[src/hw/rtcc_defs.svh]
`ifndef RTCC_DEFS_SVH
`define RTCC_DEFS_SVH

// register indices; byte address is four times the index
`define RTCC_IDX_CONTROL_MAIN 4'h0
`define RTCC_IDX_SYNC_BUSY 4'h1
`define RTCC_IDX_IRQ_ENABLE 4'h2
`define RTCC_IDX_IRQ_FLAGS 4'h3
`define RTCC_IDX_BYTE_LATCH 4'h4
`define RTCC_IDX_HALT_BEHAV 4'h5
`define RTCC_IDX_RESERVED6 4'h6
`define RTCC_IDX_SOURCE_SEL 4'h7
`define RTCC_IDX_COUNT_LO 4'h8
`define RTCC_IDX_COUNT_HI 4'h9
`define RTCC_IDX_LIMIT_LO 4'hA
`define RTCC_IDX_LIMIT_HI 4'hB
`define RTCC_IDX_MATCH_LO 4'hC
`define RTCC_IDX_MATCH_HI 4'hD

// reset values
`define RTCC_RST_BYTE 8'h00
`define RTCC_RST_COUNT 16'h0000
`define RTCC_RST_LIMIT 16'hFFFF
`define RTCC_RST_MATCH 16'h0000

// field positions
`define RTCC_BIT_ENABLE 0
`define RTCC_BIT_STBY 7
`define RTCC_BIT_MATCH 1
`define RTCC_BIT_WRAP 0
`define RTCC_BIT_DEBUG_KEEP_RUNNING 0

// sync slots inside the busy register
`define RTCC_SYNC_CTRL 0
`define RTCC_SYNC_COUNT 1
`define RTCC_SYNC_LIMIT 2
`define RTCC_SYNC_MATCH 3

// slow-clock cycles of write synchronisation latency
`define RTCC_SYNC_CYCLES 2'd2

// axi responses
`define RTCC_RESP_OKAY 2'b00
`define RTCC_RESP_SLVERR 2'b10

`endif

[src/hw/rtcc_pkg.sv]
package rtcc_pkg;

	// main control byte layout
	typedef struct packed {
		logic standby_run;
		logic [3:0] prescale;
		logic [1:0] unused;
		logic counter_enable;
	} rtcc_ctrl_t;

	// counter clock source codes
	typedef enum logic [1:0] {
		RTCC_SRC_INTERNAL_FAST_SLOW_SOURCE = 2'b00,
		RTCC_SRC_INTERNAL_KILOHERTZ_SOURCE = 2'b01,
		RTCC_SRC_RSVD = 2'b10,
		RTCC_SRC_PIN = 2'b11
	} rtcc_src_t;

	// event outputs travel together
	typedef struct packed {
		logic match;
		logic wrap;
	} rtcc_evt_t;

endpackage

[src/hw/rtcc_core.sv]
// The AXI4-Lite register port is this design's own decision.
`include "rtcc_defs.svh"

// Contract
// - standby_run keeps counting during standby sleep
// - prescale field divides by two to power
// - control write applies after two slow cycles
// - bit zero enables the counter
// - busy bits for match and limit writes
// - busy bits for count and control writes
// - enable bit one gates match interrupt
// - enable bit zero gates wrap interrupt
// - match flag set on equality, w1c
// - wrap flag set on wrap, w1c
// - shared byte latch, read write, resets zero
// - debug halt stops counter unless debug_keep_running
// - source select picks counter clock source
// - count split low high, two-cycle sync
// - wrap limit resets all ones, synced
// - event pulses last one slow period
// - irq asserted while flag and enable set
// - match value read write, resets zero
module rtcc_core
	import rtcc_pkg::*;
(
	// clock and reset
	input wire logic I_MCLK,
	input wire logic I_RST_N,
	// axi4-lite write address
	input wire logic [5:0] I_AWADDR,
	input wire logic I_AWVALID,
	output logic O_AWREADY,
	// axi4-lite write data
	input wire logic [31:0] I_WDATA,
	input wire logic [3:0] I_WSTRB,
	input wire logic I_WVALID,
	output logic O_WREADY,
	// axi4-lite write response
	output logic [1:0] O_BRESP,
	output logic O_BVALID,
	input wire logic I_BREADY,
	// axi4-lite read
	input wire logic [5:0] I_ARADDR,
	input wire logic I_ARVALID,
	output logic O_ARREADY,
	output logic [31:0] O_RDATA,
	output logic [1:0] O_RRESP,
	output logic O_RVALID,
	input wire logic I_RREADY,
	// slow sources, synchronous one-cycle ticks and pin level
	input wire logic I_TICK_INTERNAL_FAST_SLOW_SOURCE,
	input wire logic I_TICK_INTERNAL_KILOHERTZ_SOURCE,
	input wire logic I_PIN_CLOCK,
	// system state
	input wire logic I_STANDBY,
	input wire logic I_DEBUG_HALT,
	// results
	output logic O_IRQ,
	output logic O_WRAP_EVENT,
	output logic O_MATCH_EVENT
);

	// bus-side register copies
	rtcc_ctrl_t ctrl_q; // control as software sees it
	logic [1:0] irq_en_q; // interrupt enables
	logic [1:0] flags_q; // sticky flags
	logic [7:0] latch_q; // shared byte latch
	logic dbg_run_q; // debug_keep_running
	rtcc_src_t src_q; // source_select
	logic [15:0] limit_q; // wrap_limit as written
	logic [15:0] match_q; // match_value as written
	logic [15:0] count_wr_q; // count waiting to be applied
	// values in force in the counting logic
	rtcc_ctrl_t ctrl_eff_q;
	logic [15:0] limit_eff_q;
	logic [15:0] match_eff_q;
	logic [15:0] count_q; // live count
	logic [14:0] pre_q; // prescaler
	logic [1:0] sync_q [4]; // per-register sync countdown
	logic [3:0] sync_done; // countdown just reached zero
	logic [3:0] sync_start; // a write starts a countdown
	logic pin_q; // previous pin level for edge detect
	logic slow_tick; // one selected source cycle
	logic running;
	logic div_tick; // prescaled count tick
	logic [15:0] count_nxt;
	logic wrap_hit;
	logic match_hit;
	// bus plumbing
	logic aw_have_q, w_have_q;
	logic [5:0] aw_addr_q;
	logic [7:0] w_data_q;
	logic w_lane0_q;
	logic do_wr;
	logic [3:0] wr_idx;
	logic wr_ok;
	logic rd_fire;
	logic [3:0] rd_idx;
	logic [1:0] flags_d;
	logic [7:0] rd_byte;
	logic rd_ok;

	// source choice; pin edge counts as one cycle, reserved stands still
	always_comb begin
		case (src_q)
			RTCC_SRC_INTERNAL_FAST_SLOW_SOURCE: slow_tick = I_TICK_INTERNAL_FAST_SLOW_SOURCE;
			RTCC_SRC_INTERNAL_KILOHERTZ_SOURCE: slow_tick = I_TICK_INTERNAL_KILOHERTZ_SOURCE;
			RTCC_SRC_PIN: slow_tick = I_PIN_CLOCK & ~pin_q;
			default: slow_tick = 1'b0;
		endcase
	end

	// pin history for edge detect
	always_ff @(posedge I_MCLK or negedge I_RST_N) begin
		if (!I_RST_N) begin
			pin_q <= 1'b0;
		end else begin
			pin_q <= I_PIN_CLOCK;
		end
	end

	// gating: enable, standby, debug halt
	assign running = ctrl_eff_q.counter_enable
		& ~(I_STANDBY & ~ctrl_eff_q.standby_run)
		& ~(I_DEBUG_HALT & ~dbg_run_q);
	// divide by 2^prescale: terminal when low bits are all ones
	assign div_tick = running & slow_tick
		& (((pre_q | ~((15'h0001 << ctrl_eff_q.prescale) - 15'h0001))
		== 15'h7FFF));
	assign wrap_hit = div_tick & (count_q == limit_eff_q);
	assign count_nxt = wrap_hit ? 16'h0000 : count_q + 16'h0001;
	assign match_hit = div_tick & (count_nxt == match_eff_q);

	// prescaler restarts at each count tick
	always_ff @(posedge I_MCLK or negedge I_RST_N) begin
		if (!I_RST_N) begin
			pre_q <= 15'h0000;
		end else if (div_tick || !running) begin
			pre_q <= 15'h0000;
		end else if (slow_tick) begin
			pre_q <= pre_q + 15'h0001;
		end
	end

	// write sync countdowns, counted in selected slow cycles
	always_ff @(posedge I_MCLK or negedge I_RST_N) begin
		if (!I_RST_N) begin
			for (int i = 0; i < 4; i++) begin
				sync_q[i] <= 2'd0;
			end
		end else begin
			for (int i = 0; i < 4; i++) begin
				if (sync_start[i]) begin
					sync_q[i] <= `RTCC_SYNC_CYCLES;
				end else if (slow_tick && sync_q[i] != 2'd0) begin
					sync_q[i] <= sync_q[i] - 2'd1;
				end
			end
		end
	end
	// a fresh write restarts the wait, so done is masked by start
	always_comb begin
		for (int i = 0; i < 4; i++) begin
			sync_done[i] = slow_tick & (sync_q[i] == 2'd1) & ~sync_start[i];
		end
	end

	// settings take effect only when their sync finishes
	always_ff @(posedge I_MCLK or negedge I_RST_N) begin
		if (!I_RST_N) begin
			ctrl_eff_q <= rtcc_ctrl_t'(`RTCC_RST_BYTE);
			limit_eff_q <= `RTCC_RST_LIMIT;
			match_eff_q <= `RTCC_RST_MATCH;
		end else begin
			if (sync_done[`RTCC_SYNC_CTRL]) begin
				ctrl_eff_q <= ctrl_q;
			end
			if (sync_done[`RTCC_SYNC_LIMIT]) begin
				limit_eff_q <= limit_q;
			end
			if (sync_done[`RTCC_SYNC_MATCH]) begin
				match_eff_q <= match_q;
			end
		end
	end

	// live count; a synced write overrides the increment
	always_ff @(posedge I_MCLK or negedge I_RST_N) begin
		if (!I_RST_N) begin
			count_q <= `RTCC_RST_COUNT;
		end else if (sync_done[`RTCC_SYNC_COUNT]) begin
			count_q <= count_wr_q;
		end else if (div_tick) begin
			count_q <= count_nxt;
		end
	end

	// events held for one slow cycle, refreshed every slow cycle
	always_ff @(posedge I_MCLK or negedge I_RST_N) begin
		if (!I_RST_N) begin
			O_WRAP_EVENT <= 1'b0;
			O_MATCH_EVENT <= 1'b0;
		end else if (slow_tick) begin
			O_WRAP_EVENT <= wrap_hit;
			O_MATCH_EVENT <= match_hit;
		end
	end

	// axi write: address and data captured in either order
	assign do_wr = aw_have_q & w_have_q & ~O_BVALID;
	assign wr_idx = aw_addr_q[5:2];
	assign wr_ok = (aw_addr_q[1:0] == 2'b00) && (wr_idx <= `RTCC_IDX_MATCH_HI);
	always_ff @(posedge I_MCLK or negedge I_RST_N) begin
		if (!I_RST_N) begin
			aw_have_q <= 1'b0;
			w_have_q <= 1'b0;
			aw_addr_q <= 6'h00;
			w_data_q <= 8'h00;
			w_lane0_q <= 1'b0;
			O_AWREADY <= 1'b1;
			O_WREADY <= 1'b1;
			O_BVALID <= 1'b0;
			O_BRESP <= `RTCC_RESP_OKAY;
		end else begin
			if (O_AWREADY && I_AWVALID) begin
				aw_have_q <= 1'b1;
				aw_addr_q <= I_AWADDR;
				O_AWREADY <= 1'b0;
			end
			if (O_WREADY && I_WVALID) begin
				w_have_q <= 1'b1;
				w_data_q <= I_WDATA[7:0];
				w_lane0_q <= I_WSTRB[0];
				O_WREADY <= 1'b0;
			end
			if (do_wr) begin
				aw_have_q <= 1'b0;
				w_have_q <= 1'b0;
				O_BVALID <= 1'b1;
				O_BRESP <= wr_ok ? `RTCC_RESP_OKAY : `RTCC_RESP_SLVERR;
			end
			// readies return only after the response is taken
			if (O_BVALID && I_BREADY) begin
				O_BVALID <= 1'b0;
				O_AWREADY <= 1'b1;
				O_WREADY <= 1'b1;
			end
		end
	end

	// one-hot start of a sync countdown
	always_comb begin
		sync_start = 4'h0;
		if (do_wr && wr_ok && w_lane0_q) begin
			case (wr_idx)
				`RTCC_IDX_CONTROL_MAIN: sync_start[`RTCC_SYNC_CTRL] = 1'b1;
				`RTCC_IDX_COUNT_HI: sync_start[`RTCC_SYNC_COUNT] = 1'b1;
				`RTCC_IDX_LIMIT_HI: sync_start[`RTCC_SYNC_LIMIT] = 1'b1;
				`RTCC_IDX_MATCH_HI: sync_start[`RTCC_SYNC_MATCH] = 1'b1;
				default: sync_start = 4'h0;
			endcase
		end
	end

	// flag next value: hardware set beats software clear
	always_comb begin
		flags_d = flags_q;
		if (do_wr && wr_ok && w_lane0_q
			&& wr_idx == `RTCC_IDX_IRQ_FLAGS) begin
			flags_d = flags_q & ~w_data_q[1:0];
		end
		flags_d[`RTCC_BIT_WRAP] = flags_d[`RTCC_BIT_WRAP] | wrap_hit;
		flags_d[`RTCC_BIT_MATCH] = flags_d[`RTCC_BIT_MATCH] | match_hit;
	end

	// flags and the interrupt line
	always_ff @(posedge I_MCLK or negedge I_RST_N) begin
		if (!I_RST_N) begin
			flags_q <= 2'b00;
			O_IRQ <= 1'b0;
		end else begin
			flags_q <= flags_d;
			O_IRQ <= |(flags_d & irq_en_q);
		end
	end

	// register writes; the low byte of a pair only fills the latch
	always_ff @(posedge I_MCLK or negedge I_RST_N) begin
		if (!I_RST_N) begin
			ctrl_q <= rtcc_ctrl_t'(`RTCC_RST_BYTE);
			irq_en_q <= 2'b00;
			latch_q <= `RTCC_RST_BYTE;
			dbg_run_q <= 1'b0;
			src_q <= RTCC_SRC_INTERNAL_FAST_SLOW_SOURCE;
			limit_q <= `RTCC_RST_LIMIT;
			match_q <= `RTCC_RST_MATCH;
			count_wr_q <= `RTCC_RST_COUNT;
		end else if (do_wr && wr_ok && w_lane0_q) begin
			case (wr_idx)
				`RTCC_IDX_CONTROL_MAIN: begin
					ctrl_q <= rtcc_ctrl_t'(w_data_q & 8'hF9);
				end
				`RTCC_IDX_IRQ_ENABLE: irq_en_q <= w_data_q[1:0];
				`RTCC_IDX_BYTE_LATCH: latch_q <= w_data_q;
				`RTCC_IDX_HALT_BEHAV: dbg_run_q <= w_data_q[`RTCC_BIT_DEBUG_KEEP_RUNNING];
				`RTCC_IDX_SOURCE_SEL: src_q <= rtcc_src_t'(w_data_q[1:0]);
				`RTCC_IDX_COUNT_LO, `RTCC_IDX_LIMIT_LO,
				`RTCC_IDX_MATCH_LO: begin
					latch_q <= w_data_q;
				end
				`RTCC_IDX_COUNT_HI: count_wr_q <= {w_data_q, latch_q};
				`RTCC_IDX_LIMIT_HI: limit_q <= {w_data_q, latch_q};
				`RTCC_IDX_MATCH_HI: match_q <= {w_data_q, latch_q};
				default: ctrl_q <= ctrl_q;
			endcase
		end else if (rd_fire && rd_ok) begin
			// low-byte read parks the high byte for a coherent pair
			case (rd_idx)
				`RTCC_IDX_COUNT_LO: latch_q <= count_q[15:8];
				`RTCC_IDX_LIMIT_LO: latch_q <= limit_q[15:8];
				`RTCC_IDX_MATCH_LO: latch_q <= match_q[15:8];
				default: latch_q <= latch_q;
			endcase
		end
	end

	// read decode; high bytes of pairs return the latch
	assign rd_fire = O_ARREADY & I_ARVALID;
	assign rd_idx = I_ARADDR[5:2];
	assign rd_ok = (I_ARADDR[1:0] == 2'b00) && (rd_idx <= `RTCC_IDX_MATCH_HI);
	always_comb begin
		case (rd_idx)
			`RTCC_IDX_CONTROL_MAIN: rd_byte = ctrl_q;
			`RTCC_IDX_SYNC_BUSY: begin
				rd_byte = 8'h00;
				for (int i = 0; i < 4; i++) begin
					rd_byte[i] = (sync_q[i] != 2'd0);
				end
			end
			`RTCC_IDX_IRQ_ENABLE: rd_byte = {6'h00, irq_en_q};
			`RTCC_IDX_IRQ_FLAGS: rd_byte = {6'h00, flags_q};
			`RTCC_IDX_BYTE_LATCH: rd_byte = latch_q;
			`RTCC_IDX_HALT_BEHAV: rd_byte = {7'h00, dbg_run_q};
			`RTCC_IDX_SOURCE_SEL: rd_byte = {6'h00, src_q};
			`RTCC_IDX_COUNT_LO: rd_byte = count_q[7:0];
			`RTCC_IDX_LIMIT_LO: rd_byte = limit_q[7:0];
			`RTCC_IDX_MATCH_LO: rd_byte = match_q[7:0];
			`RTCC_IDX_COUNT_HI, `RTCC_IDX_LIMIT_HI,
			`RTCC_IDX_MATCH_HI: rd_byte = latch_q;
			default: rd_byte = 8'h00;
		endcase
	end

	// axi read channel, one outstanding read
	always_ff @(posedge I_MCLK or negedge I_RST_N) begin
		if (!I_RST_N) begin
			O_ARREADY <= 1'b1;
			O_RVALID <= 1'b0;
			O_RDATA <= 32'h0000_0000;
			O_RRESP <= `RTCC_RESP_OKAY;
		end else if (rd_fire) begin
			O_ARREADY <= 1'b0;
			O_RVALID <= 1'b1;
			O_RDATA <= {24'h00_0000, rd_ok ? rd_byte : 8'h00};
			O_RRESP <= rd_ok ? `RTCC_RESP_OKAY : `RTCC_RESP_SLVERR;
		end else if (O_RVALID && I_RREADY) begin
			O_RVALID <= 1'b0;
			O_ARREADY <= 1'b1;
		end
	end

endmodule // rtcc_core

[config.mk]
export PLATFORM = sky130hd
export DESIGN_NAME = rtcc_core
export DESIGN_NICKNAME = d
export VERILOG_FILES = /design/src/hw/rtcc_pkg.sv /design/src/hw/rtcc_core.sv
export VERILOG_INCLUDE_DIRS = /design/src /design/src/hw
export SDC_FILE = /design/constraint.sdc
export NUM_CORES = 1
export LEC_CHECK = 0
export BUFFER_PORTS_ARGS = -buffer_cell sky130_fd_sc_hd__buf_2
export CORE_ASPECT_RATIO = 2
export CORE_UTILIZATION = 55
export CTS_BUF_LIST = sky130_fd_sc_hd__clkbuf_16
export CTS_CLUSTER_SIZE = 28
export DETAILED_ROUTE_END_ITERATION = 16
export PLACE_DENSITY_LB_ADDON = 0.12
export SLEW_MARGIN = 20
export SYNTH_ARGS = -nofsm -noshare
export SYNTH_HDL_FRONTEND = slang
export SYNTH_SLANG_ARGS = --single-unit
[constraint.sdc]
create_clock -name I_MCLK -period 3.5 [get_ports I_MCLK]
set_input_delay 0.525 -clock I_MCLK [delete_from_list [all_inputs] [get_ports I_MCLK]]
set_output_delay 0.525 -clock I_MCLK [all_outputs]
set_load 0.005 [all_outputs]
==> results of run 1 <==
[worst max-delay path, stage by stage (launching register included)]
cell and delay [ns]:
dfrtp_1 0.39, nor3_1 0.27, nand2b_1 0.10, ha_1 0.23, or4b_2 0.21, o221ai_1 0.11, nor4_1 0.40, o2111ai_1 0.22
buf_4 0.20, a211o_1 0.27, a2111oi_2 0.30, o211ai_1 0.29, o211ai_2 0.23
[cells in the mapped netlist (4+ instances only)]
| cell type | n | share of area (%) |
|---|---|---|
| dfrtp_1 | 147 | 38 |
| mux2_2 | 98 | 11 |
| nand2_1 | 82 | 3.2 |
| nor2_1 | 59 | 2.3 |
| o21ai_0 | 58 | 3.0 |
| inv_1 | 36 | 1.4 |
| xnor2_1 | 36 | 3.2 |
| dfstp_2 | 35 | 9.4 |
| buf_4 | 29 | 2.2 |
| a21oi_1 | 27 | 1.4 |
| nand3_1 | 23 | 1.2 |
| buf_2 | 19 | 0.98 |
| clkbuf_1 | 17 | 0.66 |
| a22oi_1 | 13 | 1.0 |
| o21ai_1 | 12 | 0.62 |
| ha_1 | 11 | 1.4 |
| xor2_1 | 11 | 0.99 |
| and3_1 | 10 | 0.64 |
| mux2_4 | 10 | 1.5 |
| nand4_1 | 10 | 0.64 |
| nor3_1 | 9 | 0.46 |
| o211ai_1 | 9 | 0.69 |
| a221oi_1 | 8 | 0.72 |
| mux2_1 | 7 | 0.81 |
| nor2b_1 | 7 | 0.45 |
| mux2i_1 | 6 | 0.62 |
| nor3b_1 | 6 | 0.46 |
| nor4_1 | 6 | 0.39 |
| o31a_1 | 6 | 0.54 |
| buf_6 | 5 | 0.58 |
| or3_1 | 5 | 0.32 |
| a21o_1 | 4 | 0.31 |
| nand2b_1 | 4 | 0.26 |
| nand3b_1 | 4 | 0.31 |
[power by group]
part / leakage, nW / internal, W / switching, W
combinational: 2.19 / 0.00102 / 0.00123
clock: 0.286 / 0.00107 / 0.000874
sequential: 2.31 / 0.00256 / 0.000583
total: 4.79 / 0.00464 / 0.00269
[flip-flops by register name (all words and copies together) (netlist names), 8 cells and up]
signal and cells:
count_q 16, count_wr_q 16, limit_eff_q 16, limit_q 16, match_eff_q 16, match_q 16
pre_q 15, O_RDATA 8, latch_q 8, sync_q 8, w_data_q 8
[kinds of logic (layout without fill, tap and decap cells)]
group           count (synthesis)  after routing
compound gates                176            176
buf+inv                       110            146
xor+xnor                       49             49
mux                           122            122
other cells                     1             26
fa+ha+maj                      11             11
flops                         182            182
simple gates                  260            260
[worst max-delay path by stage]
stage / end / start
final: O_IRQ$_DFF_PN0_ / ctrl_eff_q[6]$_DFFE_PN0P_
after global routing: pre_q[5]$_DFFE_PN0P_ / ctrl_eff_q[6]$_DFFE_PN0P_
after CTS: O_IRQ$_DFF_PN0_ / ctrl_eff_q[6]$_DFFE_PN0P_
after detailed placement: O_IRQ$_DFF_PN0_ / ctrl_eff_q[6]$_DFFE_PN0P_
after global placement: O_IRQ$_DFF_PN0_ / ctrl_eff_q[6]$_DFFE_PN0P_
after floorplan: count_q[7]$_DFFE_PN0P_ / ctrl_eff_q[4]$_DFFE_PN0P_
[stage by stage]
| step | power (W) | setup slack (ns) | area (um^2) | hold slack, ns | util [%] |
|---|---|---|---|---|---|
| 5_1_grt | 0.00769 | 0.0745 | 10700 | 0.178 | 62.0 |
| 3_3_place_gp | 0.00526 | 0.523 | 10100 | 0.460 | 58.6 |
| 2_1_floorplan | 0.00465 | 0.756 | 9830 | 0.229 | - |
| 6_report | 0.00733 | 0.204 | 10700 | 0.124 | 62.0 |
| 3_5_place_dp | 0.00538 | 0.384 | 10100 | 0.461 | 58.6 |
| 4_1_cts | 0.00734 | 0.290 | 10700 | 0.146 | 62.0 |
[final cells by class]
cell class / count / area [um^2]
clock inverter: 14 / 169
inverter: 37 / 139
multi-input combinational: 644 / 4640
tap: 210 / 263
fill: 1486 / 6560
sequential: 182 / 4600
clock buffer: 17 / 425
timing repair buffer: 78 / 479
[per-layer routing]
layer	vias up	wire [um]	global-route usage [%]	share of wire [%]
met3	63	803	4.80	3.1
met4	0	1300	15.9	5.0
li1	3285	-	-	-
met1	3647	9360	33.7	36
met2	219	14500	54.9	56
met5	-	0	0	0
==> impl_metrics.yaml, run 1 <==
critical_path:
  end_kind: "flop"
  critPathRequiredTime_ns: 3.86
  startpoint_type: "flop"
  reg2reg_from: "ctrl_eff_q[6]$_DFFE_PN0P_"
  reg2reg_slack_ns: 0.20
  reg2reg_depth: 12
  r2r-end: "O_IRQ$_DFF_PN0_"
  arrival_ns: 3.66
  crit_fanout: 3
  critical_path_class: "flop to flop"
clocking:
  clk_latency_ns: 0.44
  cts_tree: "built"
  postCtsSetupBuffers: 0
  clock-sinks: 182
  h-tree-depth: 4
  hold_buffers: 0
  numCtsBuffers: 17
  clk_pin_slew_worst_paths_ns: 0.07
  cts_resized: 0
  clock_path_buffers: 2
  root_buffer: "clkbuf_16"
place:
  io_buffers: 50
  hpwl_um: 19200
  dp_cells: 1151
  gp_congestion: 0.899
layout:
  final_cell_mix: "147 x dfrtp_1, 98 x mux2_2, 82 x nand2_1"
  antenna_cells: 0
  syn_to_final_growth_pct: 10.0
  drive_gt1_share_pct: 29.2
  final_common_cell: "dfrtp_1"
  nets: 1031
  stdcell_count: 1182
floorplanning:
  initial_utilization_pct: 56.4
  coreArea_um2: 17300
  die_area_um2: 18300
  die_h_um: 190
  num_rows: 68
  ios: 104
  die_width_um: 96.1
logic_synthesis:
  synth_edf_count: 0
  ys.flop_type: "dfrtp_1"
  synth_top_family_by_area: "multiplexers"
  synthCells: 911
  synth-compound-area-share_pct: 11.8
  synthAdderAreaFrac_pct: 1.41
  muxShareOfSynthArea_pct: 14.5
  ys_seq_elements: 182
  ys_types: 87
  synth_xor_area_share_pct: 4.56
  synth_warnings: 0
  synthSimpleGateAreaFrac_pct: 14.3
  synth_area_um2: 9730
  synthArstFlopShare_pct: 100
  seq_area_frac_synth_pct: 47.2
  synth.avg_cell_area_um2: 10.7
global_routing:
  grt-ovfl-total: 0
  grt_antenna_before_repair: 0
  grtUsageTotal_pct: 30.6
  grt_pass1_vias: 7572
  grt_max_degree: 79
  grt_pass1_wl_um: 41100
timing:
  slew_headroom_pct: 49.4
  setup_viol_count_final: 0
  worst_pin_slew_ns: 0.740
  min_period_over_period_pct: 94.2
  skew_ns: 0.0125
  period_minus_slack_ns: 3.30
  rsz0062_at_grt: "false"
  drv_slew: 0
  clock.fmax_mhz: 303
  fin_setup_tns_ns: 0
  finalHoldViolCount: 0
route:
  remaining_drc_errors: 0
  drt_first_pass_iters: 5
  ant_nets: 0
  vias: 7214
  routed_wl_um: 25900
  first_iter_violations: 405
  via_per_inst: 6.10
  wire_per_inst_um: 21.9
power_and_ir_drop:
  ir_worst_vdd_mv: 0.414
  p_per_area_nw_per_um2: 684
  p_leak_nw: 4.79
job:
  drv_cap: 0
min_path:
  hp-class: "input port to asynchronous set/reset pin"
outcome:
  status: "finished clean"
Note: power is estimated with default switching activity, not from simulation.
==> inputs of run 2 (changes only) <==
--- a/config.mk
+++ b/config.mk
@@ -6,12 +6,12 @@
 export SDC_FILE = /design/constraint.sdc
 export NUM_CORES = 1
 export LEC_CHECK = 0
-export BUFFER_PORTS_ARGS = -buffer_cell sky130_fd_sc_hd__buf_2
 export CORE_ASPECT_RATIO = 2
 export CORE_UTILIZATION = 55
 export CTS_BUF_LIST = sky130_fd_sc_hd__clkbuf_16
 export CTS_CLUSTER_SIZE = 28
 export DETAILED_ROUTE_END_ITERATION = 16
+export DONT_BUFFER_PORTS = 1
 export PLACE_DENSITY_LB_ADDON = 0.12
 export SLEW_MARGIN = 20
 export SYNTH_ARGS = -nofsm -noshare
==> impl_metrics.yaml, run 2 (synthesis gave the netlist of run 1 again) <==
layout:
  syn_to_final_growth_pct: 6.18
  multi_input_area_um2: 4650
  final_common_cell: "dfrtp_1"
  seqCellArea_um2: 4600
  nets: 975
  drive_gt1_share_pct: 24.6
  antenna_cells: 0
  fill_cells: 1488
  final_cell_mix: "147 x dfrtp_1, 98 x mux2_2, 82 x nand2_1"
route:
  drt_first_pass_iters: 5
  wire_per_inst_um: 22.8
  first_iter_violations: 340
  ant_nets: 0
  remaining_drc_errors: 0
  routed_wl_um: 25700
  vias: 7051
  via_per_inst: 6.26
power_and_ir_drop:
  combPwrFrac_pct: 29.8
  p_per_area_nw_per_um2: 671
  ir_worst_vdd_mv: 0.504
  seq_power_share_pct: 45.4
  switchingPower_w: 0.00254
  swShare_pct: 36.7
  internal-power_w: 0.00439
  p_leak_nw: 4.50
  pwr-share-clk_pct: 24.8
floorplanning:
  initial_utilization_pct: 56.4
  ios: 104
  num_rows: 68
  die_h_um: 190
  die_width_um: 96.1
  die_area_um2: 18300
  coreArea_um2: 17300
critical_path:
  reg2reg_slack_ns: 0.36
  crit_fanout: 9
  critPathRequiredTime_ns: 3.86
  arrival_ns: 3.50
  end_kind: "flop"
  startpoint: "ctrl_eff_q[6]$_DFFE_PN0P_"
  worstSetupEndpoint: "O_IRQ$_DFF_PN0_"
  critical_path_class: "flop to flop"
  reg2reg_from: "ctrl_eff_q[6]$_DFFE_PN0P_"
  r2r-end: "O_IRQ$_DFF_PN0_"
  startpoint_type: "flop"
  reg2reg_depth: 11
outcome:
  status: "finished, violations left"
  violations: "hold timing"
timing:
  drv_slew: 0
  period_minus_slack_ns: 3.14
  fin_ws_ns: 0.356
  rsz0062_at_grt: "false"
  fin_setup_tns_ns: 0
  fin_hold_ws_ns: -0.218
  slew_headroom_pct: 46.0
  worst_pin_slew_ns: 0.805
  clock.fmax_mhz: 318
  setup_viol_count_final: 0
  min_period_over_period_pct: 89.8
  skew_ns: 0.0107
  finalHoldViolCount: 151
global_routing:
  grtUsageTotal_pct: 30.7
  grt_max_degree: 183
  grt-ovfl-total: 0
  grt_pass1_vias: 7469
  grt_antenna_before_repair: 0
  grt_pass1_wl_um: 40700
clocking:
  clock_path_buffers: 2
  clock-sinks: 182
  clk_latency_ns: 0.44
  cts_tree: "built"
  clk_pin_slew_worst_paths_ns: 0.07
  h-tree-depth: 4
  root_buffer: "clkbuf_16"
  numCtsBuffers: 17
place:
  gp_congestion: 0.956
  hpwl_um: 18800
  pre_cts_ws_ns: 0.223
  io_buffers: 0
min_path:
  hp-class: "input port to asynchronous set/reset pin"
job:
  drv_cap: 0
run 2: per-stage QoR:
| stage | hold WS [ns] | cell area, um^2 | total power, W | util [%] | instances |
|---|---|---|---|---|---|
| 6_report | -0.218 | 10300 | 0.00694 | 59.8 | 1127 |
| 5_1_grt | -0.239 | 10300 | 0.00732 | 59.8 | 1127 |
| 4_1_cts | -0.230 | 10300 | 0.00696 | 59.8 | 1127 |
| 3_5_place_dp | 0.238 | 9800 | 0.00522 | 56.8 | 1095 |
| 3_3_place_gp | 0.237 | 9800 | 0.00511 | 56.8 | 1095 |
| 2_1_floorplan | 0.229 | 9830 | 0.00465 | - | 936 |
run 2: area by class of cell:
type / instances / share of cell area (%)
multi-input combinational: 644 / 45.0
clock inverter: 15 / 0.920
clock buffer: 17 / 4.12
inverter: 37 / 1.34
tap: 210 / 2.54
sequential: 182 / 44.5
timing repair buffer: 22 / 1.60
run 2: worst min-delay path by stage:
stage	to	cells past startpoint	slack [ns]
global placement	O_RVALID$_DFFE_PN0P_	0	0.24
CTS	O_RVALID$_DFFE_PN0P_	0	-0.23
global route	O_RVALID$_DFFE_PN0P_	0	-0.24
finish	O_RRESP[1]$_DFFE_PN0P_	0	-0.22
detailed placement	O_RRESP[1]$_DFFE_PN0P_	0	0.24
floorplan	O_BRESP[1]$_DFFE_PN0P_	0	0.23
run 2: layer usage:
metal | vias to the layer above | GRT usage, % | wire length (um)
li1 | 3179 | - | -
met2 | 230 | 53.2 | 13900
met3 | 85 | 5.56 | 985
met4 | 0 | 22.0 | 1870
met1 | 3557 | 32.3 | 8980
met5 | - | 0 | 0
run 2: power groups by stage:
stage	sequential (W)	combinational, W	clock, W
after floorplan	0.00287	0.00179	0
after CTS	0.00314	0.00205	0.00176
after global routing	0.00320	0.00228	0.00184
after global placement	0.00314	0.00197	0
after detailed placement	0.00318	0.00204	0
final	0.00315	0.00207	0.00172
run 2: what timing repair did:
| action | CTS | global route |
|---|---|---|
| gates resized for setup | 0 | 2 |
| setup buffers | 0 | 0 |
| endpoints found under the setup margin | 0 | 6 |
| hold endpoints to repair | 182 | 164 |
run 2: worst max-delay path, stage by stage, from the launching register on:
cell	delay, ns
dfrtp_1	0.49
nor3_1	0.29
nand2_1	0.09
ha_1	0.22
or4b_2	0.20
o221ai_1	0.11
nor4_2	0.32
o2111ai_2	0.26
a211o_1	0.34
a2111oi_2	0.26
o211ai_1	0.27
o211ai_2	0.21
